$ cat config.mk
export PLATFORM = sky130hd
export DESIGN_NAME = vts_state_ctrl
export DESIGN_NICKNAME = d
export VERILOG_FILES = /design/src/vts_pkg.sv /design/src/vts_state_ctrl.sv
export SDC_FILE = /design/constraint.sdc
export NUM_CORES = 1
export LEC_CHECK = 0
export ABC_AREA = 1
export BUFFER_PORTS_ARGS = -buffer_cell sky130_fd_sc_hd__buf_2
export CORE_MARGIN = 3
export CORE_UTILIZATION = 35
export CTS_CLUSTER_SIZE = 14
export DETAILED_ROUTE_END_ITERATION = 16
export GPL_TIMING_DRIVEN = 0
export PLACE_DENSITY = 0.65
export SETUP_SLACK_MARGIN = 0.3
export SYNTH_ARGS = -nofsm -noshare
export SYNTH_HDL_FRONTEND = slang
export SYNTH_SLANG_ARGS = --single-unit
$ cat constraint.sdc
create_clock -name sys_clk -period 2.3 [get_ports sys_clk]
set_input_delay 0.46 -clock sys_clk [delete_from_list [all_inputs] [get_ports sys_clk]]
set_output_delay 0.46 -clock sys_clk [all_outputs]
set_load 0.1 [all_outputs]
$ cat src/vts_pkg.sv
package vts_pkg;

	// Clock period of the control logic
	localparam int unsigned SYS_CLK_PERIOD_NS = 20;

	// Time without carrier edges after which the tag counts as out of the field
	localparam int unsigned FIELD_LOSS_TIME_NS = 1000000;
	localparam int unsigned FIELD_LOSS_CYC = FIELD_LOSS_TIME_NS / SYS_CLK_PERIOD_NS;

	// Request flag positions
	localparam int unsigned FLG_INVENTORY = 2;
	localparam int unsigned FLG_SELECT = 4;
	localparam int unsigned FLG_ADDRESS = 5;

	// Response flags bytes
	localparam logic [7:0] RESP_FLAGS_OK = 8'h00;
	localparam logic [7:0] RESP_FLAGS_ERR = 8'h01;

	// Error codes
	localparam logic [7:0] ERR_MFG_CODE = 8'h01;
	localparam logic [7:0] ERR_FORMAT = 8'h02;
	localparam logic [7:0] ERR_FLAGS = 8'h03;
	localparam logic [7:0] ERR_UNSPEC = 8'h0f;
	localparam logic [7:0] ERR_NO_DATA = 8'h10;
	localparam logic [7:0] ERR_ALREADY_LOCKED = 8'h11;
	localparam logic [7:0] ERR_LOCKED = 8'h12;
	localparam logic [7:0] ERR_PROG_FAIL = 8'h13;
	localparam logic [7:0] ERR_LOCK_FAIL = 8'h14;
	localparam logic [7:0] ERR_READ_PROT = 8'h15;

	// Command opcodes the state logic needs to recognise
	localparam logic [7:0] OP_INVENTORY = 8'h01;
	localparam logic [7:0] OP_STAY_QUIET = 8'h02;
	localparam logic [7:0] OP_READ_SINGLE = 8'h20;
	localparam logic [7:0] OP_SELECT = 8'h25;
	localparam logic [7:0] OP_RESET_READY = 8'h26;
	localparam logic [7:0] OP_CONFIG_READ = 8'ha0;
	localparam logic [7:0] OP_KILL = 8'ha6;
	localparam logic [7:0] OP_RANDOM = 8'hb4;
	localparam logic [7:0] OP_PRIVACY_TOGGLE = 8'hba;

	// Configuration read that returns the true identifier, except in the untraceable state where it is refused
	localparam logic [7:0] TRUE_UID_FID = 8'hfe;
	localparam logic [7:0] TRUE_UID_PID = 8'h01;
	localparam logic [7:0] BLOCK_ZERO = 8'h00;
	localparam logic [7:0] MASKED_ID_BYTE = 8'h00;

	// Privacy default field encodings
	localparam logic [1:0] PRIV_DFT_ALWAYS = 2'b01;
	localparam logic [1:0] PRIV_DFT_LOOP_CLOSED = 2'b10;
	localparam logic [1:0] PRIV_DFT_LOOP_OPEN = 2'b11;

	// Register byte offsets
	localparam logic [7:0] REG_CTRL = 8'h00;
	localparam logic [7:0] REG_UID_LO = 8'h04;
	localparam logic [7:0] REG_UID_HI = 8'h08;
	localparam logic [7:0] REG_IDENT = 8'h0c;
	localparam logic [7:0] REG_STATUS = 8'h10;

	// Control register fields
	localparam int unsigned CTRL_KILL = 0;
	localparam int unsigned CTRL_PRIV_CMD = 1;
	localparam int unsigned CTRL_PRIV_DFT_LSB = 2;
	localparam int unsigned CTRL_INV_DIS = 4;

	// Reset values
	localparam logic [63:0] UID_RESET = 64'h0;
	localparam logic [7:0] AFI_RESET = 8'h00;
	localparam logic [7:0] DSFID_RESET = 8'h00;

	// Protocol states, Gray coded along the usual path
	typedef enum logic [2:0] {
		ST_POWER_OFF = 3'b000,
		ST_READY = 3'b001,
		ST_SELECTED = 3'b011,
		ST_QUIET = 3'b010,
		ST_UNTRACEABLE = 3'b110,
		ST_DEACTIVATED = 3'b111
	} vts_state_t;

	// Decoded request from the frame decoder
	typedef struct packed {
		logic [7:0] flags;
		logic [7:0] opcode;
		logic [63:0] uid;
		logic [7:0] block;
		logic [7:0] fid;
		logic [7:0] pid;
	} vts_req_t;

	// Response header handed to the frame encoder
	typedef struct packed {
		logic send;
		logic [7:0] flags;
		logic [7:0] code;
	} vts_resp_t;

	// True when a code is one of the defined error codes
	function automatic logic err_code_known(input logic [7:0] code);
		err_code_known = (code == ERR_MFG_CODE) || (code == ERR_FORMAT) ||
			(code == ERR_FLAGS) || (code == ERR_UNSPEC) ||
			((code >= ERR_NO_DATA) && (code <= ERR_READ_PROT));
	endfunction : err_code_known

endpackage : vts_pkg

$ cat src/vts_state_ctrl.sv
`timescale 1ns/1ns
`default_nettype none

// Summary of operation
// - Error reply: flags 01h, code, CRC
// - No error reply for inventory or broadcast
// - Protocol errors 01h 02h 03h 0Fh
// - Data errors 10h through 15h
// - Addressed requests need a UID match
// - Select mode answered only when SELECTED
// - Broadcast requests answered in READY and SELECTED; QUIET takes only reset to ready, untraceable only a few
// - Power-off without field, boot on field
// - READY ignores select mode requests
// - QUIET takes addressed and broadcast reset
// - SELECTED takes every addressing mode
// - Untraceable accepts only a few requests
// - Deactivated state ignores all requests
// - Boot untraceable on privacy bit conditions
// - Boot deactivated when kill setting set
// - Broadcast toggle leaves untraceable, clears bit
// - Addressed toggle enters untraceable, sets bit
// - Addressed kill deactivates tag permanently
// - Boot untraceable masks UID until power-off
// - Command untraceable masks UID while there
// - AFI and DSFID read 00h while untraceable
// - Masked values used for matching
// - Select plus address flags ignored
// - Select command enters SELECTED
// - Stay quiet command enters QUIET
module vts_state_ctrl #(
	parameter int unsigned FIELD_LOSS_CYC = vts_pkg::FIELD_LOSS_CYC,
	parameter logic [63:0] MASKED_UID = 64'h0123_4567_89ab_cdef // Arbitrary value
) (
	input wire logic sys_clk,
	input wire logic nrst,
	// Carrier clock recovered from the field, asynchronous
	input wire logic field_clk,
	// Tamper loop level, asynchronous, high when closed
	input wire logic tamper_closed,
	// Decoded request, one-cycle strobe
	input wire logic req_valid,
	input wire vts_pkg::vts_req_t req,
	// Result of command processing, one-cycle strobe
	input wire logic res_valid,
	input wire logic res_ok,
	input wire logic [7:0] res_code,
	// Go strobe to the command processor
	output logic proc_go,
	// Response header strobe to the encoder
	output logic resp_valid,
	output vts_pkg::vts_resp_t resp,
	// Identity values as presented to the reader
	output logic [63:0] uid_out,
	output logic [7:0] afi_out,
	output logic [7:0] dsfid_out,
	output vts_pkg::vts_state_t state_out,
	// APB slave
	input wire logic psel,
	input wire logic penable,
	input wire logic pwrite,
	input wire logic [7:0] paddr,
	input wire logic [31:0] pwdata,
	output logic pready,
	output logic [31:0] prdata,
	output logic pslverr
);

	vts_pkg::vts_state_t state; // Protocol state
	logic [2:0] field_sync; // Carrier synchroniser plus edge history
	logic [1:0] tamper_sync; // Tamper loop synchroniser
	logic [23:0] loss_cnt; // Cycles since last carrier edge
	logic field_on; // Enough energy seen
	logic kill_setting; // Permanent deactivation bit
	logic privacy_command_bit; // Untraceable requested by command
	logic [1:0] privacy_default_field; // Untraceable default policy
	logic inventory_disable_setting; // Inventory refused while untraceable
	logic inv_dis_boot; // Inventory disable caught at boot
	logic boot_masked; // Booted untraceable, mask until power-off
	logic [63:0] uid; // True identifier
	logic [7:0] afi; // Application family identifier
	logic [7:0] dsfid; // Storage format identifier
	logic busy; // Request handed out, waiting for the result
	logic pend_silent; // Failure stays silent
	logic pend_addr; // Pending request was addressed
	logic pend_nonaddr; // Pending request was broadcast
	logic [7:0] pend_op; // Pending opcode
	logic pend_true_uid; // Pending config read wants the real UID

	// Request decode
	logic f_inv, f_sel, f_adr, f_non;
	logic masking, uid_hit, accept, drop_select;
	logic [63:0] eff_uid;
	logic carrier_edge, boot_untr, apb_acc, apb_wr;
	logic hw_priv_set, hw_priv_clr, hw_kill_set;

	// Carrier edges from the synced stages
	assign carrier_edge = field_sync[1] ^ field_sync[2];
	assign f_inv = req.flags[vts_pkg::FLG_INVENTORY];
	assign f_sel = req.flags[vts_pkg::FLG_SELECT] & ~f_inv;
	assign f_adr = req.flags[vts_pkg::FLG_ADDRESS] & ~f_inv;
	assign f_non = ~f_inv & ~f_sel & ~f_adr; // Answered in READY and SELECTED; QUIET takes only reset to ready, untraceable only a few opcodes
	assign masking = boot_masked | (state == vts_pkg::ST_UNTRACEABLE);
	assign eff_uid = masking ? MASKED_UID : uid;
	assign uid_hit = (req.uid == eff_uid); // Compared against masked UID while masking, else true UID
	assign apb_acc = psel & penable & pready;
	assign apb_wr = apb_acc & pwrite;

	// Privacy policy asks for an untraceable boot
	assign boot_untr = privacy_command_bit |
		(privacy_default_field == vts_pkg::PRIV_DFT_ALWAYS) |
		((privacy_default_field == vts_pkg::PRIV_DFT_LOOP_CLOSED) & tamper_sync[1]) |
		((privacy_default_field == vts_pkg::PRIV_DFT_LOOP_OPEN) & ~tamper_sync[1]);

	// Acceptance of a request in the current state
	always_comb begin
		accept = 1'b0;
		if (req_valid && !busy && !(req.flags[vts_pkg::FLG_SELECT] &&
			req.flags[vts_pkg::FLG_ADDRESS] && !f_inv)) begin // Invalid combination
			case (state)
				vts_pkg::ST_READY: begin
					accept = ~f_sel & (~f_adr | uid_hit);
				end
				vts_pkg::ST_SELECTED: begin
					accept = ~f_adr | uid_hit;
				end
				vts_pkg::ST_QUIET: begin
					accept = (f_adr & uid_hit) |
						(f_non & (req.opcode == vts_pkg::OP_RESET_READY));
				end
				vts_pkg::ST_UNTRACEABLE: begin
					accept = (f_non & ((req.opcode == vts_pkg::OP_RANDOM) |
						(req.opcode == vts_pkg::OP_PRIVACY_TOGGLE))) |
						(~inv_dis_boot & f_inv & (req.opcode == vts_pkg::OP_INVENTORY)) |
						(~inv_dis_boot & f_adr & uid_hit &
						(req.opcode == vts_pkg::OP_READ_SINGLE) &
						(req.block == vts_pkg::BLOCK_ZERO));
				end
				// Deactivated and power-off take nothing
				default: begin
					accept = 1'b0;
				end
			endcase
		end
	end

	// Another tag is being selected: this one steps back
	assign drop_select = req_valid && !busy && (state == vts_pkg::ST_SELECTED) && f_adr &&
		!req.flags[vts_pkg::FLG_SELECT] && (req.opcode == vts_pkg::OP_SELECT) && !uid_hit;

	// Privacy and kill bit updates on success
	assign hw_priv_clr = res_valid & busy & res_ok & pend_nonaddr &
		(pend_op == vts_pkg::OP_PRIVACY_TOGGLE) & (state == vts_pkg::ST_UNTRACEABLE);
	assign hw_priv_set = res_valid & busy & res_ok & pend_addr &
		(pend_op == vts_pkg::OP_PRIVACY_TOGGLE) & (state != vts_pkg::ST_UNTRACEABLE);
	assign hw_kill_set = res_valid & busy & res_ok & pend_addr &
		(pend_op == vts_pkg::OP_KILL) & (state != vts_pkg::ST_UNTRACEABLE);

	// Input synchronisers
	always_ff @(posedge sys_clk) begin
		if (!nrst) begin
			field_sync <= 3'b000;
			tamper_sync <= 2'b00;
		end else begin
			field_sync <= {field_sync[1:0], field_clk};
			tamper_sync <= {tamper_sync[0], tamper_closed};
		end
	end

	// Field presence: carrier edges keep it alive, silence drops it
	always_ff @(posedge sys_clk) begin
		if (!nrst) begin
			loss_cnt <= 24'h000000;
			field_on <= 1'b0;
		end else if (carrier_edge) begin
			loss_cnt <= 24'h000000;
			field_on <= 1'b1;
		end else if (loss_cnt >= FIELD_LOSS_CYC[23:0] - 24'h000001) begin
			field_on <= 1'b0;
		end else begin
			loss_cnt <= loss_cnt + 24'h000001;
		end
	end

	// Protocol state machine
	always_ff @(posedge sys_clk) begin
		if (!nrst) begin
			state <= vts_pkg::ST_POWER_OFF;
		end else if (!field_on) begin
			state <= vts_pkg::ST_POWER_OFF;
		end else begin
			case (state)
				vts_pkg::ST_POWER_OFF: begin
					if (kill_setting) begin
						state <= vts_pkg::ST_DEACTIVATED;
					end else if (boot_untr) begin
						state <= vts_pkg::ST_UNTRACEABLE;
					end else begin
						state <= vts_pkg::ST_READY;
					end
				end
				vts_pkg::ST_DEACTIVATED: begin
					state <= vts_pkg::ST_DEACTIVATED;
				end
				vts_pkg::ST_UNTRACEABLE: begin
					if (hw_priv_clr) begin
						state <= vts_pkg::ST_READY;
					end
				end
				default: begin
					if (drop_select) begin
						state <= vts_pkg::ST_READY;
					end else if (res_valid && busy && res_ok) begin
						if (hw_kill_set) begin
							state <= vts_pkg::ST_DEACTIVATED;
						end else if (hw_priv_set) begin
							state <= vts_pkg::ST_UNTRACEABLE;
						end else if (pend_op == vts_pkg::OP_SELECT) begin
							state <= vts_pkg::ST_SELECTED;
						end else if (pend_op == vts_pkg::OP_STAY_QUIET) begin
							state <= vts_pkg::ST_QUIET;
						end else if (pend_op == vts_pkg::OP_RESET_READY) begin
							state <= vts_pkg::ST_READY;
						end
					end
				end
			endcase
		end
	end

	// Boot-time captures: inventory disable and the sticky mask
	always_ff @(posedge sys_clk) begin
		if (!nrst) begin
			inv_dis_boot <= 1'b0;
			boot_masked <= 1'b0;
		end else if (state == vts_pkg::ST_POWER_OFF) begin
			inv_dis_boot <= inventory_disable_setting;
			boot_masked <= field_on & ~kill_setting & boot_untr;
		end
	end

	// Pending request bookkeeping and go strobe
	always_ff @(posedge sys_clk) begin
		if (!nrst || !field_on) begin
			busy <= 1'b0;
			proc_go <= 1'b0;
			pend_silent <= 1'b0;
			pend_addr <= 1'b0;
			pend_nonaddr <= 1'b0;
			pend_op <= 8'h00;
			pend_true_uid <= 1'b0;
		end else begin
			proc_go <= accept;
			if (accept) begin
				busy <= 1'b1;
				pend_silent <= f_inv | f_non;
				pend_addr <= f_adr;
				pend_nonaddr <= f_non;
				pend_op <= req.opcode;
				pend_true_uid <= (req.opcode == vts_pkg::OP_CONFIG_READ) &&
					(req.fid == vts_pkg::TRUE_UID_FID) && (req.pid == vts_pkg::TRUE_UID_PID);
			end else if (res_valid) begin
				busy <= 1'b0;
				pend_true_uid <= 1'b0;
			end
		end
	end

	// Response header: success, formatted error, or silence
	always_ff @(posedge sys_clk) begin
		if (!nrst) begin
			resp_valid <= 1'b0;
			resp <= '0;
		end else begin
			resp_valid <= res_valid & busy;
			if (res_valid && busy) begin
				if (res_ok) begin
					resp.send <= 1'b1;
					resp.flags <= vts_pkg::RESP_FLAGS_OK;
					resp.code <= 8'h00;
				end else begin
					resp.send <= ~pend_silent;
					resp.flags <= vts_pkg::RESP_FLAGS_ERR;
					// Unknown codes are reserved, so report them as unspecified
					resp.code <= vts_pkg::err_code_known(res_code) ? res_code :
						vts_pkg::ERR_UNSPEC;
				end
			end
		end
	end

	// Presented identity; masked while untraceable
	always_ff @(posedge sys_clk) begin
		if (!nrst) begin
			uid_out <= vts_pkg::UID_RESET;
			afi_out <= vts_pkg::AFI_RESET;
			dsfid_out <= vts_pkg::DSFID_RESET;
			state_out <= vts_pkg::ST_POWER_OFF;
		end else begin
			uid_out <= (pend_true_uid && busy) ? uid : eff_uid;
			afi_out <= (state == vts_pkg::ST_UNTRACEABLE) ? vts_pkg::MASKED_ID_BYTE : afi;
			dsfid_out <= (state == vts_pkg::ST_UNTRACEABLE) ? vts_pkg::MASKED_ID_BYTE : dsfid;
			state_out <= state;
		end
	end

	// Nonvolatile control bits; hardware updates win over a bus write
	always_ff @(posedge sys_clk) begin
		if (!nrst) begin
			kill_setting <= 1'b0;
			privacy_command_bit <= 1'b0;
			privacy_default_field <= 2'b00;
			inventory_disable_setting <= 1'b0;
		end else begin
			// Kill can only be set here; only reset clears it
			if (hw_kill_set || (apb_wr && paddr == vts_pkg::REG_CTRL &&
				pwdata[vts_pkg::CTRL_KILL])) begin
				kill_setting <= 1'b1;
			end
			if (hw_priv_set) begin
				privacy_command_bit <= 1'b1;
			end else if (hw_priv_clr) begin
				privacy_command_bit <= 1'b0;
			end else if (apb_wr && paddr == vts_pkg::REG_CTRL) begin
				privacy_command_bit <= pwdata[vts_pkg::CTRL_PRIV_CMD];
			end
			if (apb_wr && paddr == vts_pkg::REG_CTRL) begin
				privacy_default_field <= pwdata[vts_pkg::CTRL_PRIV_DFT_LSB +: 2];
				inventory_disable_setting <= pwdata[vts_pkg::CTRL_INV_DIS];
			end
		end
	end

	// Identity registers written by software
	always_ff @(posedge sys_clk) begin
		if (!nrst) begin
			uid <= vts_pkg::UID_RESET;
			afi <= vts_pkg::AFI_RESET;
			dsfid <= vts_pkg::DSFID_RESET;
		end else if (apb_wr) begin
			case (paddr)
				vts_pkg::REG_UID_LO: begin
					uid[31:0] <= pwdata;
				end
				vts_pkg::REG_UID_HI: begin
					uid[63:32] <= pwdata;
				end
				vts_pkg::REG_IDENT: begin
					afi <= pwdata[7:0];
					dsfid <= pwdata[15:8];
				end
				default: begin
				end
			endcase
		end
	end

	// APB slave: one wait state, data and error registered with ready
	always_ff @(posedge sys_clk) begin
		if (!nrst) begin
			pready <= 1'b0;
			prdata <= 32'h00000000;
			pslverr <= 1'b0;
		end else if (psel && penable && !pready) begin
			pready <= 1'b1;
			pslverr <= 1'b0;
			prdata <= 32'h00000000;
			case (paddr)
				vts_pkg::REG_CTRL: begin
					if (!pwrite) begin
						prdata <= {27'h0000000, inventory_disable_setting,
							privacy_default_field, privacy_command_bit, kill_setting};
					end
				end
				vts_pkg::REG_UID_LO: begin
					if (!pwrite) begin
						prdata <= uid[31:0];
					end
				end
				vts_pkg::REG_UID_HI: begin
					if (!pwrite) begin
						prdata <= uid[63:32];
					end
				end
				vts_pkg::REG_IDENT: begin
					if (!pwrite) begin
						prdata <= {16'h0000, dsfid, afi};
					end
				end
				vts_pkg::REG_STATUS: begin
					// Read-only view of the protocol state
					if (!pwrite) begin
						prdata <= {25'h0000000, busy, masking, field_on, 1'b0, state};
					end else begin
						pslverr <= 1'b1;
					end
				end
				default: begin
					pslverr <= 1'b1; // Unmapped address
				end
			endcase
		end else begin
			pready <= 1'b0;
			pslverr <= 1'b0;
		end
	end

endmodule : vts_state_ctrl

`default_nettype wire

# After elaboration in Yosys (flattened, before gate mapping)
# Index checks and enable logic that the tools add are counted.
# op_classes
n_lt_le_gt_ge,3
n_reduce_logical,50
n_eq_ne,33
add_sub_neg,1
bitwise_logic,50
mux,34
# op_table
cell,count
32-bit one-hot mux with 5 select lines,1
64-bit two-way mux,2
64-bit equality test,1
32-bit two-way mux,2
"8-bit equality test, second input constant",6
"8-bit by 6-bit equality test with 1-bit output, second input constant",5
1-bit bitwise AND,31
3-bit two-way mux,10
"24-bit by 1-bit adder with 24-bit output, second input constant",1
"8-bit by 1-bit equality test with 1-bit output, second input constant",3
"8-bit by 2-bit equality test with 1-bit output, second input constant",3
"8-bit by 4-bit equality test with 1-bit output, second input constant",3
"24-bit by 16-bit greater-or-equal comparator with 1-bit output, second input constant",1
1-bit logical AND,19
17-bit two-way mux,1
8-bit zero test,2
16-bit two-way mux,1
1-bit two-way mux,11
1-bit bitwise OR,10
2-bit AND reduction,5
3-bit one-hot mux with 3 select lines,1
9-bit nonzero test,1
"8-bit by 3-bit equality test with 1-bit output, second input constant",1
"8-bit by 5-bit equality test with 1-bit output, second input constant",1
25 further kinds,49
# word_totals
register_bits,269
out_inout_bits,136
word_cells,204

# Logic depth before layout (Yosys ltp)
# Gate-level depths: netlist of the first run.
# depth
word_depth,11
depth_mapped,22
depth_no_buf,21

# Worst setup path before layout of the first run
# No wires, ideal clock.
# synth_timing
kind,register to register
startpoint,register loss_cnt[0]
endpoint,register loss_cnt[13]
path_stages_with_launch,16
t_required_ns,2.181
slack_ns,0.003
t_arrival_ns,2.178
path_buffers,0
path_cell_list,dfxtp_1 ha_1 nand3_1 nand3_1 nand2_1 nand2_1 nand2_1 nand2_1 or2_2 or2_2 nor2_1 nand3_1 nor2_1 nand2_1 o21ai_0 a21oi_1
# synth_between
elab_chain_len,1
# synth_rtl
element,line,text
"start, declared",vts_state_ctrl.sv:71,logic [23:0] loss_cnt;
"start signal, assigned",vts_state_ctrl.sv:180,loss_cnt <= loss_cnt + 24'h000001;
24-bit by 1-bit adder with 24-bit output / 24-bit by 16-bit greater-or-equal comparator with 1-bit output (equally long branches),"vts_state_ctrl.sv:180, vts_state_ctrl.sv:177",
# Several ways; a longest one is shown, not always the timed one.
# A chain may end at the register's enable or synchronous reset.

# Worst setup path after layout of the first run
# layout_timing
startpoint,register state[2]
endpoint,register pend_op[5]
# layout_between
elab_chain_len,10
# layout_rtl
element,line,text
"start, declared",vts_state_ctrl.sv:68,vts_pkg::vts_state_t state;
"start signal, assigned",vts_state_ctrl.sv:187,state <= vts_pkg::ST_POWER_OFF;
"start signal, assigned",vts_state_ctrl.sv:189,state <= vts_pkg::ST_POWER_OFF;
"start signal, assigned",vts_state_ctrl.sv:194,state <= vts_pkg::ST_DEACTIVATED;
3-bit equality test,"vts_state_ctrl.sv:102, vts_state_ctrl.sv:119",
1-bit bitwise OR,vts_state_ctrl.sv:102,assign masking = boot_masked | (state == vts_pkg::ST_UNTRACEABLE);
64-bit two-way mux,vts_state_ctrl.sv:103,assign eff_uid = masking ? MASKED_UID : uid;
64-bit equality test,vts_state_ctrl.sv:104,assign uid_hit = (req.uid == eff_uid);
1-bit bitwise AND (2 in series),vts_state_ctrl.sv:134,(~inv_dis_boot & f_adr & uid_hit &
1-bit bitwise AND,vts_state_ctrl.sv:135,(req.opcode == vts_pkg::OP_READ_SINGLE) &
1-bit bitwise OR,vts_state_ctrl.sv:133,(~inv_dis_boot & f_inv & (req.opcode == vts_pkg::OP_INVENTORY)) |
1-bit one-hot mux with 4 select lines *,vts_state_ctrl.sv:119,case (state)
1-bit two-way mux *,vts_state_ctrl.sv:117,if (req_valid && !busy && !(req.flags[vts_pkg::FLG_SELECT] &&
"end signal, assigned",vts_state_ctrl.sv:258,pend_op <= req.opcode;
"end, declared",vts_state_ctrl.sv:86,logic [7:0] pend_op;
# Mark *: on every way between the ends. The rest lies on a longest branch, timed or not.

==> run metrics, run 1 <==
cts hold-fix bufs=0; register area share after synthesis=45.8%; RSZ-0062 raised after global routing=yes; initial antenna violation count=10; die width=187 um; Max Root-Sink Buffers=3; Post-DP Area=13500 um2; Yosys top cell by area=dfxtp_1; Synth Cell Area=11500 um2; core box area=31900 um2; period utilization=115%; Synth cell types=39; Yosys warnings=0; required time of the critical path=2.75 ns; full die area=35000 um2; GPL Wtd Cong=0.935; Post-Synthesis Cells=1629; I/O Pins=298; drt first pass iters=6; DP Worst Slack=-0.784 ns; fin worst setup slack=-0.349 ns; dpl hpwl=35100 um; max-cap viol count=0; row count=65; peak supply drop=0.525 mV; drt total wl=47700 um; CP Launch Type=register; Layout area overhead=33.9%; Post-layout nets=2146; global route overflow=0; critical path data arrival time=3.10 ns; Initial Utilization=35.9%; flops & latches, synth=262; CP Capture Type=register; critical path class=reg -> reg; smallest hold slack=0.112 ns; Num CTS Buffers=29; reg-to-reg startpoint=state[2]; Design Area, Final=15300 um2; Setup crit start=state[2]; Max-Slew Margin vs Limit=27.6%; via count=12.8k; post-DR wirelength/cell=19.5 um; Global Route Usage Sum=25.8%; first-pass GRT wire length=70800 um; CTS tree=yes; status=finished with violations; Hold Fails Final Rpt=0; max-slew violation count=0; TNS Setup=-4.62 ns; drt drc=0; clock tree sinks=262; CTS H-Tree Depth=1; hold path start=tamper_closed; DR iter-0 viols=1347; Root Driver=clkbuf_16; Clock Latency Late Sink=0.56 ns; Slew @ Worst Pin=1.08 ns; leakage power=6.91 nW; Synth area leaders=dfxtp_1 (46%), nand2_1 (9.6%), a21oi_1 (8.0%); Tmin final=2.65 ns; Main synth FF type=dfxtp_1; share of cells above drive strength 1=25.8%; Critical Path Fanout Max=10; Post-synth ARST share=0%; clock-pin slew on the worst setup and hold paths=0.06 ns; power density over cell area=663 nW/um2; failing checks=setup timing; post-route ant nets=0; Die Ht=187 um; area share of the largest cell type after synthesis=45.8%; IO buf count=284; EDFF count, synth=0; largest net degree at the start of global routing=15; Vias/cell=5.25; Hold Path Class=in -> reg; Worst Clk Skew=0.0160 ns; Synth Area per Inst=7.04 um2; endpoints failing setup=17; vias in the first global route=12.4k; Fmax=377 MHz; Filler cells=3256
## registers in the layout, summed over array words and instances, names as in the netlist, 2 cells and up
register and cells:
loss_cnt 24, prdata 32, pend_op 8, state 3
resp 10, tamper_sync 2, afi 8, dsfid_out 8
uid 64, state_out 3, afi_out 8, dsfid 8
privacy_default_field 2, uid_out 64, field_sync 3
## worst max-delay path: stages (launching register included)
cell      delay [ns]
dfxtp_2         0.32
buf_8           0.12
nand3_4         0.11
nand2_4         0.11
buf_12          0.17
o21ai_2         0.14
nand2_2         0.08
nor2_2          0.13
nand2_1         0.08
nor2_2          0.14
nand2_2         0.10
nor2_4          0.20
nand3_2         0.10
o21bai_1        0.16
nand2_2         0.12
nand2_8         0.12
buf_6           0.13
nand3_2         0.06
nand2_1         0.10
nor2_1          0.04
## final timing paths
| kind | end | cells past startpoint | slack (ns) |
|---|---|---|---|
| setup / recovery | pend_op[5] | 19 | -0.35 |
| hold / removal | tamper_sync[0] | 3 | 0.11 |
| setup reg to reg | pend_op[5] | 19 | -0.35 |
| hold reg to reg | field_sync[1] | 2 | 0.42 |
## final cells by class
cell class                 count  area (um2)  share of cell area, %
multi-input combinational   1050        5350                   34.8
sequential                   262        5260                   34.3
timing repair buffer         315        1720                   11.2
inverter                     230         903                   5.89
clock buffer                  35         768                   5.01
buffer                        95         571                   3.72
tap                          435         544                   3.55
clock inverter                18         219                   1.43
antenna                        5        12.5                 0.0816
## cell families (layout without fill, tap and decap cells)
group                      count (synthesis)  after routing  synth area share (%)
AOI/OAI and AO/OA                        355            355                  16.5
DFF                                      262            262                  45.8
xor gates and xnor gates                   1              1                0.0764
other                                      1             12                0.0327
and+or+nand+nor                          684            686                  26.3
adders and majority gates                  1              1                 0.109
buffers and inverters                    325            693                  11.3
## report_power, final
group | leakage, nW | switching (mW) | internal [mW]
registers | 2.11 | 0.0123 | 4.55
logic | 4.30 | 0.507 | 0.245
clock network | 0.488 | 2.01 | 2.85
total | 6.91 | 2.52 | 7.65
## through the flow
stage               utilization, %  total power, mW  std cells
floorplan                        -             5.03       1635
global placement              42.3             5.34       2354
detailed placement            42.3             5.35       2354
CTS                           46.8             10.2       2429
global route                  48.1             10.4       2445
finish                        48.1             10.2       2445
## cells in the final DEF (no fill, tap or decap), types with 6 or more instances in the layout
cell type / synthesis / final
clkbuf_1: 60 / 39
nor2_2: 0 / 11
conb_1: 1 / 7
o21ai_0: 117 / 102
buf_4: 9 / 36
clkbuf_2: 0 / 17
nand3_1: 97 / 87
nand2_2: 1 / 16
nand2_1: 294 / 277
dfxtp_1: 262 / 255
inv_1: 223 / 221
clkinv_2: 0 / 6
nand3_2: 0 / 8
clkbuf_4: 0 / 8
o22ai_1: 28 / 28
nand4_1: 63 / 63
nor2_4: 0 / 7
a21oi_1: 183 / 180
nor4_1: 15 / 13
buf_6: 4 / 13
buf_2: 8 / 293
inv_6: 0 / 7
nor2_1: 150 / 132
o21ai_2: 0 / 6
nor3_2: 0 / 10
nor3_1: 50 / 39
clkbuf_16: 0 / 29
o21ai_1: 0 / 9
## per-layer routing
metal | vias up | routed length (um) | track usage [%]
li1 | 6075 | - | -
met1 | 5932 | 18900 | 32.3
met2 | 680 | 21900 | 42.0
met3 | 128 | 4990 | 6.97
met4 | 10 | 1860 | 10.8
met5 | - | 67 | 0
## what timing repair did
item	4_1_cts	5_1_grt
cloned	4	0
buffers inserted	18	11
endpoints found under the hold margin	0	0
endpoints found under the setup margin	178	157
gates resized for setup	88	113
pin swaps	23	36
## Yosys cell counts, drive strengths merged (3+ instances only)
cell type  number
buf            35
nand4          63
or2             4
o221ai          5
nor3b           3
nand2         297
a21oi         183
nor4           15
o22ai          28
inv           228
o21bai          5
a31oi           5
dfxtp         262
a221oi          3
nand3          98
clkbuf         60
o21ai         117
nor3           50
a21boi          3
nor2          150
Note: power is estimated with default switching activity, not from simulation.
==> run 2: changes to the inputs <==
CTS_BUF_LIST = sky130_fd_sc_hd__clkbuf_4 sky130_fd_sc_hd__clkbuf_8   (was not set)
==> run 2 against run 1 <==
  * Core utilization increased by 0.078 points
  * Flip-flop and latch count stayed put
  * Clock skew increased by 0.034 ns
  * Power fell by 1.8%
  * The run still ends with setup timing left
  * Largest power group unchanged
  * Register-to-register slack is essentially flat
  * Clock power decreased by 4%
  * Largest cell class unchanged
  * Sequential share of layout area decreased by 0.064 points
  * Sequential power about the same
  * Cell count increased by 1.2%
  * Critical endpoint unchanged
==> run metrics, run 2 (same netlist as run 1, synthesis figures left out) <==
status=finished with violations; failing checks=setup timing; IO buf count=284; R2R Setup Slk=-0.35 ns; M3 GR Usage=7.18%; row count=65; placed cells=2354; power density over cell area=650 nW/um2; peak supply drop=0.356 mV; Tmin final=2.65 ns; fin cells=2474; Hold Path Class=in -> reg; Post-layout nets=2164; Global Route Usage Sum=26.0%; CTS tree=yes; Root Driver=clkbuf_8; M1 GR Usage=32.6%; share of cells above drive strength 1=26.6%; Max Root-Sink Buffers=3; multi-input logic area=5340 um2; initial antenna violation count=8; RSZ-0062 raised after global routing=yes; max-slew violation count=0; worst hold endpoint=tamper_sync[0]; Max-Slew Margin vs Limit=29.0%; crit-path cells=buf_8 > nand3_4 > clkbuf_2 > nand4_1 > nand2_1 > nor2_1 > nand2_1 > nor2_2 > nand2_1 > nor2_4 > nand3_2 > o21bai_1 > nand2_2 > nand2_8 > buf_6 > nand3_1 > nand2_1 > nor2_1; sw power=2.53 mW; TNS Setup=-4.26 ns; full die area=35000 um2; die width=187 um; clock network fraction of total power=46.8%; DR iter-0 viols=1341; Clock Latency Late Sink=0.59 ns; post-DR wirelength/cell=19.4 um; period utilization=115%; Worst Clk Skew=0.0499 ns; hold path start=tamper_closed; CP Launch Type=register; Comb power frac=7.5%; leakage power=6.96 nW; via count=12.9k; R2R cell count=18; vias in the first global route=12.6k; required time of the critical path=2.74 ns; Die Ht=187 um; reg-to-reg startpoint=state[2]; DP Worst Slack=-0.784 ns; drt total wl=48000 um; Most Crowded Layer GR=met2; first-pass GRT wire length=71300 um; drt drc=0; Crit path top cell by count=nand2_1; Layout area overhead=34.1%; Max stage delay on crit path=0.33 ns; slowest CP cell=dfxtp_2; drt first pass iters=6; fin worst setup slack=-0.355 ns; core box area=31900 um2; most frequent cells in the layout=buf_2 (292), nand2_1 (279), dfxtp_1 (256); most common cell after layout, fill and taps aside=buf_2; dpl hpwl=35100 um; largest net degree at the start of global routing=13; met2 Resource Use GR=42.4%; clock tree sinks=262; Filler cells=3268; worst reg2reg endpoint=pend_op[5]; Top Registers=uid x64, uid_out x64, prdata x32; hold depth=3; Num CTS Buffers=45; register area=5260 um2; register share of total power=45.7%; P_int=7.46 mW; endpoints failing setup=17; GPL Wtd Cong=0.935; max-cap viol count=0; CP Capture Type=register; Power Total=9.99 mW; Critical Path Fanout Max=10; CTS H-Tree Depth=2; Initial Utilization=35.9%; critical path class=reg -> reg; Fmax=377 MHz; critical path data arrival time=3.09 ns; global route overflow=0; Hold Fails Final Rpt=0; post-route ant nets=0; I/O Pins=298; Sw Ratio=25.3%; Slew @ Worst Pin=1.06 ns; clock-pin slew on the worst setup and hold paths=0.06 ns; Vias/cell=5.23
-- run 2: cell count changes in the layout (fill, tap and decap cells not counted), sizes merged --
cell      change
bufinv        -2
clkbuf       +35
clkinvlp      +1
diode         -1
inv           -4
-- run 2: worst max-delay path: cells and delay by family (launching register included) --
family	cells	cell delay, ns
AO/OA/AOI/OAI	1	0.16
buffers and inverters	3	0.51
flip-flops	1	0.33
AND/OR/NAND/NOR	14	1.54
-- run 2: how the worst max path moves through the flow --
stage                            from          to  slack (ns)  cells past startpoint
after detailed placement     state[0]  pend_op[5]       -0.78                     18
after CTS                    state[2]  pend_op[5]       -0.29                     20
after floorplan              state[2]  pend_op[4]        0.17                     19
final                        state[2]  pend_op[5]       -0.35                     18
after global routing         state[2]  pend_op[4]       -0.50                     21
after global placement    boot_masked  pend_op[5]       -0.78                     18
-- run 2: stage by stage --
| step | cell area [um2] | hold slack, ns | utilization, % |
|---|---|---|---|
| after floorplan | 11500 | 0.390 | - |
| after global placement | 13500 | 0.402 | 42.3 |
| after detailed placement | 13500 | 0.402 | 42.3 |
| after CTS | 15000 | 0.110 | 47.0 |
| after global routing | 15400 | 0.122 | 48.2 |
| final | 15400 | 0.114 | 48.2 |
-- run 2: power groups by stage --
stage | logic [mW] | clock network (mW) | registers, mW
after floorplan | 0.339 | 0 | 4.70
after global routing | 0.812 | 4.93 | 4.57
after CTS | 0.716 | 4.70 | 4.57
after global placement | 0.676 | 0 | 4.67
final | 0.750 | 4.67 | 4.57
after detailed placement | 0.683 | 0 | 4.67
-- run 2: what timing repair did --
item,CTS,global route
resized for setup,92,87
pin swaps,19,27
gates cloned,5,1
setup endpoints to repair,159,144
hold buffers,0,0
buffers inserted,17,12
-- run 2: cell type report --
cell class | count | share of cell area [%]
timing repair buffer | 317 | 11.4
sequential | 262 | 34.2
antenna | 4 | 0.0651
tap | 435 | 3.54
buffer | 95 | 3.67
clock buffer | 68 | 5.68
inverter | 230 | 5.88
clock inverter | 13 | 0.830
multi-input combinational | 1050 | 34.7
-- run 2: per-layer routing --
metal,routed length (um),part of all wire (%),up-vias
met5,74,0.15,-
met4,2210,4.6,10
li1,-,-,6115
met3,4900,10,152
met2,21800,45,702
met1,19000,40,5958
==> run 3: changes to the inputs <==
SKIP_LAST_GASP = 1   (was not set)
TNS_END_PERCENT = 10   (was not set)
==> run 3 against run 2 <==
  * The run still ends with setup timing left
  * Non-clock buffer count is 9 lower
  * Largest power group is now sequential cells
  * Sequential power hardly changed
  * Global-route usage hardly changed
  * Critical path type unchanged
  * Wire length is 1.0% lower
==> run metrics, run 3 (same netlist as run 1, synthesis figures left out) <==
core box area=31900 um2; full die area=35000 um2; I/O Pins=298; Layout area overhead=30.6%; vias in the first global route=12.4k; wire length on met3=4780 um; IO buf count=284; Design Area, Final=15000 um2; die width=187 um; initial antenna violation count=5; Global Route Usage Sum=26.0%; RSZ-0062 raised after global routing=yes; drt total wl=47500 um; row count=65; Max-Slew Margin vs Limit=36.4%; met2 WL post-DR=20800 um; period utilization=115%; CTS tree=yes; Filler cells=3269; Hold Path Class=in -> reg; fin worst setup slack=-0.351 ns; Worst Clk Skew=0.0428 ns; critical path data arrival time=3.09 ns; multi-input logic area=5160 um2; via count=12.9k; cts hold-fix bufs=0; Die Ht=187 um; largest net degree at the start of global routing=13; Num CTS Buffers=46; Post-layout nets=2155; max-cap viol count=0; DR iter-0 viols=1048; drt first pass iters=6; first-pass GRT wire length=71000 um; most common cell after layout, fill and taps aside=buf_2; most frequent cells in the layout=buf_2 (290), nand2_1 (287), dfxtp_1 (257); top sig layer=met5; required time of the critical path=2.74 ns; clock tree sinks=262; endpoints failing setup=24; placed cells=2354; CP Capture Type=register; power density over cell area=657 nW/um2; Fmax=377 MHz; post-route ant nets=0; fin cells=2462; Max Root-Sink Buffers=3; dpl hpwl=35100 um; failing checks=setup timing; Critical Path Fanout Max=10; leakage power=6.78 nW; critical path class=reg -> reg; Slew @ Worst Pin=0.946 ns; CP Launch Type=register; max-slew violation count=0; register area=5260 um2; Root Driver=clkbuf_8; share of cells above drive strength 1=23.7%; GPL Wtd Cong=0.958; Vias/cell=5.24; Tmin final=2.65 ns; post-DR wirelength/cell=19.3 um; Top Registers=uid x64, uid_out x64, prdata x32; drt drc=0; global route overflow=0; CTS H-Tree Depth=2; metal1 wirelength=19200 um; Clock Latency Late Sink=0.58 ns; clock-pin slew on the worst setup and hold paths=0.05 ns; Post-DP Area=13500 um2; status=finished with violations; peak supply drop=0.365 mV; Initial Utilization=35.9%; smallest hold slack=0.113 ns; Hold Fails Final Rpt=0
-- run 3: cell types whose count changed in the layout (fill, tap and decap cells not counted), moves of 4 or more --
| cell | change |
|---|---|
| clkbuf_1 | +17 |
| clkbuf_2 | -14 |
| buf_4 | -9 |
| nand2_1 | +8 |
| nand2_2 | -8 |
| nor3_1 | +8 |
| nor3_2 | -7 |
| nand3_1 | +6 |
| nand3_2 | -6 |
| o21ai_0 | +4 |
-- run 3: cell type report --
type	count	share of cell area, %
Buffer	95	3.62
Tap cell	435	3.64
Sequential cell	262	35.1
Inverter	230	5.82
Multi-Input combinational cell	1049	34.5
Clock inverter	12	0.669
Antenna cell	3	0.0502
Clock buffer	68	5.84
Timing Repair Buffer	308	10.7
-- run 3: path summary, 6_finish.rpt --
path / startpoint / endpoint / slack [ns] / depth (start not counted)
max reg2reg: state[2] / pend_op[3] / -0.35 / 19
min: field_clk / field_sync[0] / 0.11 / 3
max: state[2] / pend_op[3] / -0.35 / 19
min reg2reg: field_sync[0] / field_sync[1] / 0.41 / 2
-- run 3: through the flow --
stage          setup WS (ns)  power [mW]  setup TNS, ns  util [%]
6_report              -0.351        9.83          -4.59      46.9
4_1_cts               -0.327        9.86          -4.28      46.2
2_1_floorplan          0.173        5.03              0         -
3_3_place_gp          -0.980        5.35         -86.32      42.3
3_5_place_dp           -1.02        5.35         -92.91      42.3
5_1_grt               -0.472        10.2         -13.34      46.9
-- run 3: what timing repair did --
item | CTS | global route
setup buffers | 14 | 9
endpoints found under the hold margin | 0 | 0
endpoints found under the setup margin | 180 | 186
gates cloned | 2 | 0
gates resized for setup | 54 | 49
pin swaps | 12 | 12
-- run 3: per-layer routing --
layer	vias to the layer above	track usage, %
li1	6092	-
met1	5923	33.0
met2	711	41.4
met3	165	6.58
met4	2	12.6
met5	-	0
-- run 3: worst max-delay path, cell delays in order (launching register included) --
cell,delay [ns]
dfxtp_2,0.33
buf_8,0.11
nand3_4,0.12
buf_8,0.16
buf_6,0.15
nand4_1,0.07
nand2_1,0.05
nor2_1,0.10
nand2_1,0.09
nor2_2,0.17
nand2_2,0.08
nor2_4,0.22
nand3_2,0.12
o21bai_1,0.17
nand2_1,0.11
nand2_4,0.14
buf_4,0.13
nand3_1,0.07
nand2_1,0.10
nor2_1,0.04
-- run 3: where the power goes --
group / leakage, nW / switching (mW) / total, mW / internal [mW]
registers: 2.11 / 0.0129 / 4.57 / 4.56
clock network: 0.510 / 1.98 / 4.53 / 2.55
logic: 4.16 / 0.498 / 0.731 / 0.233
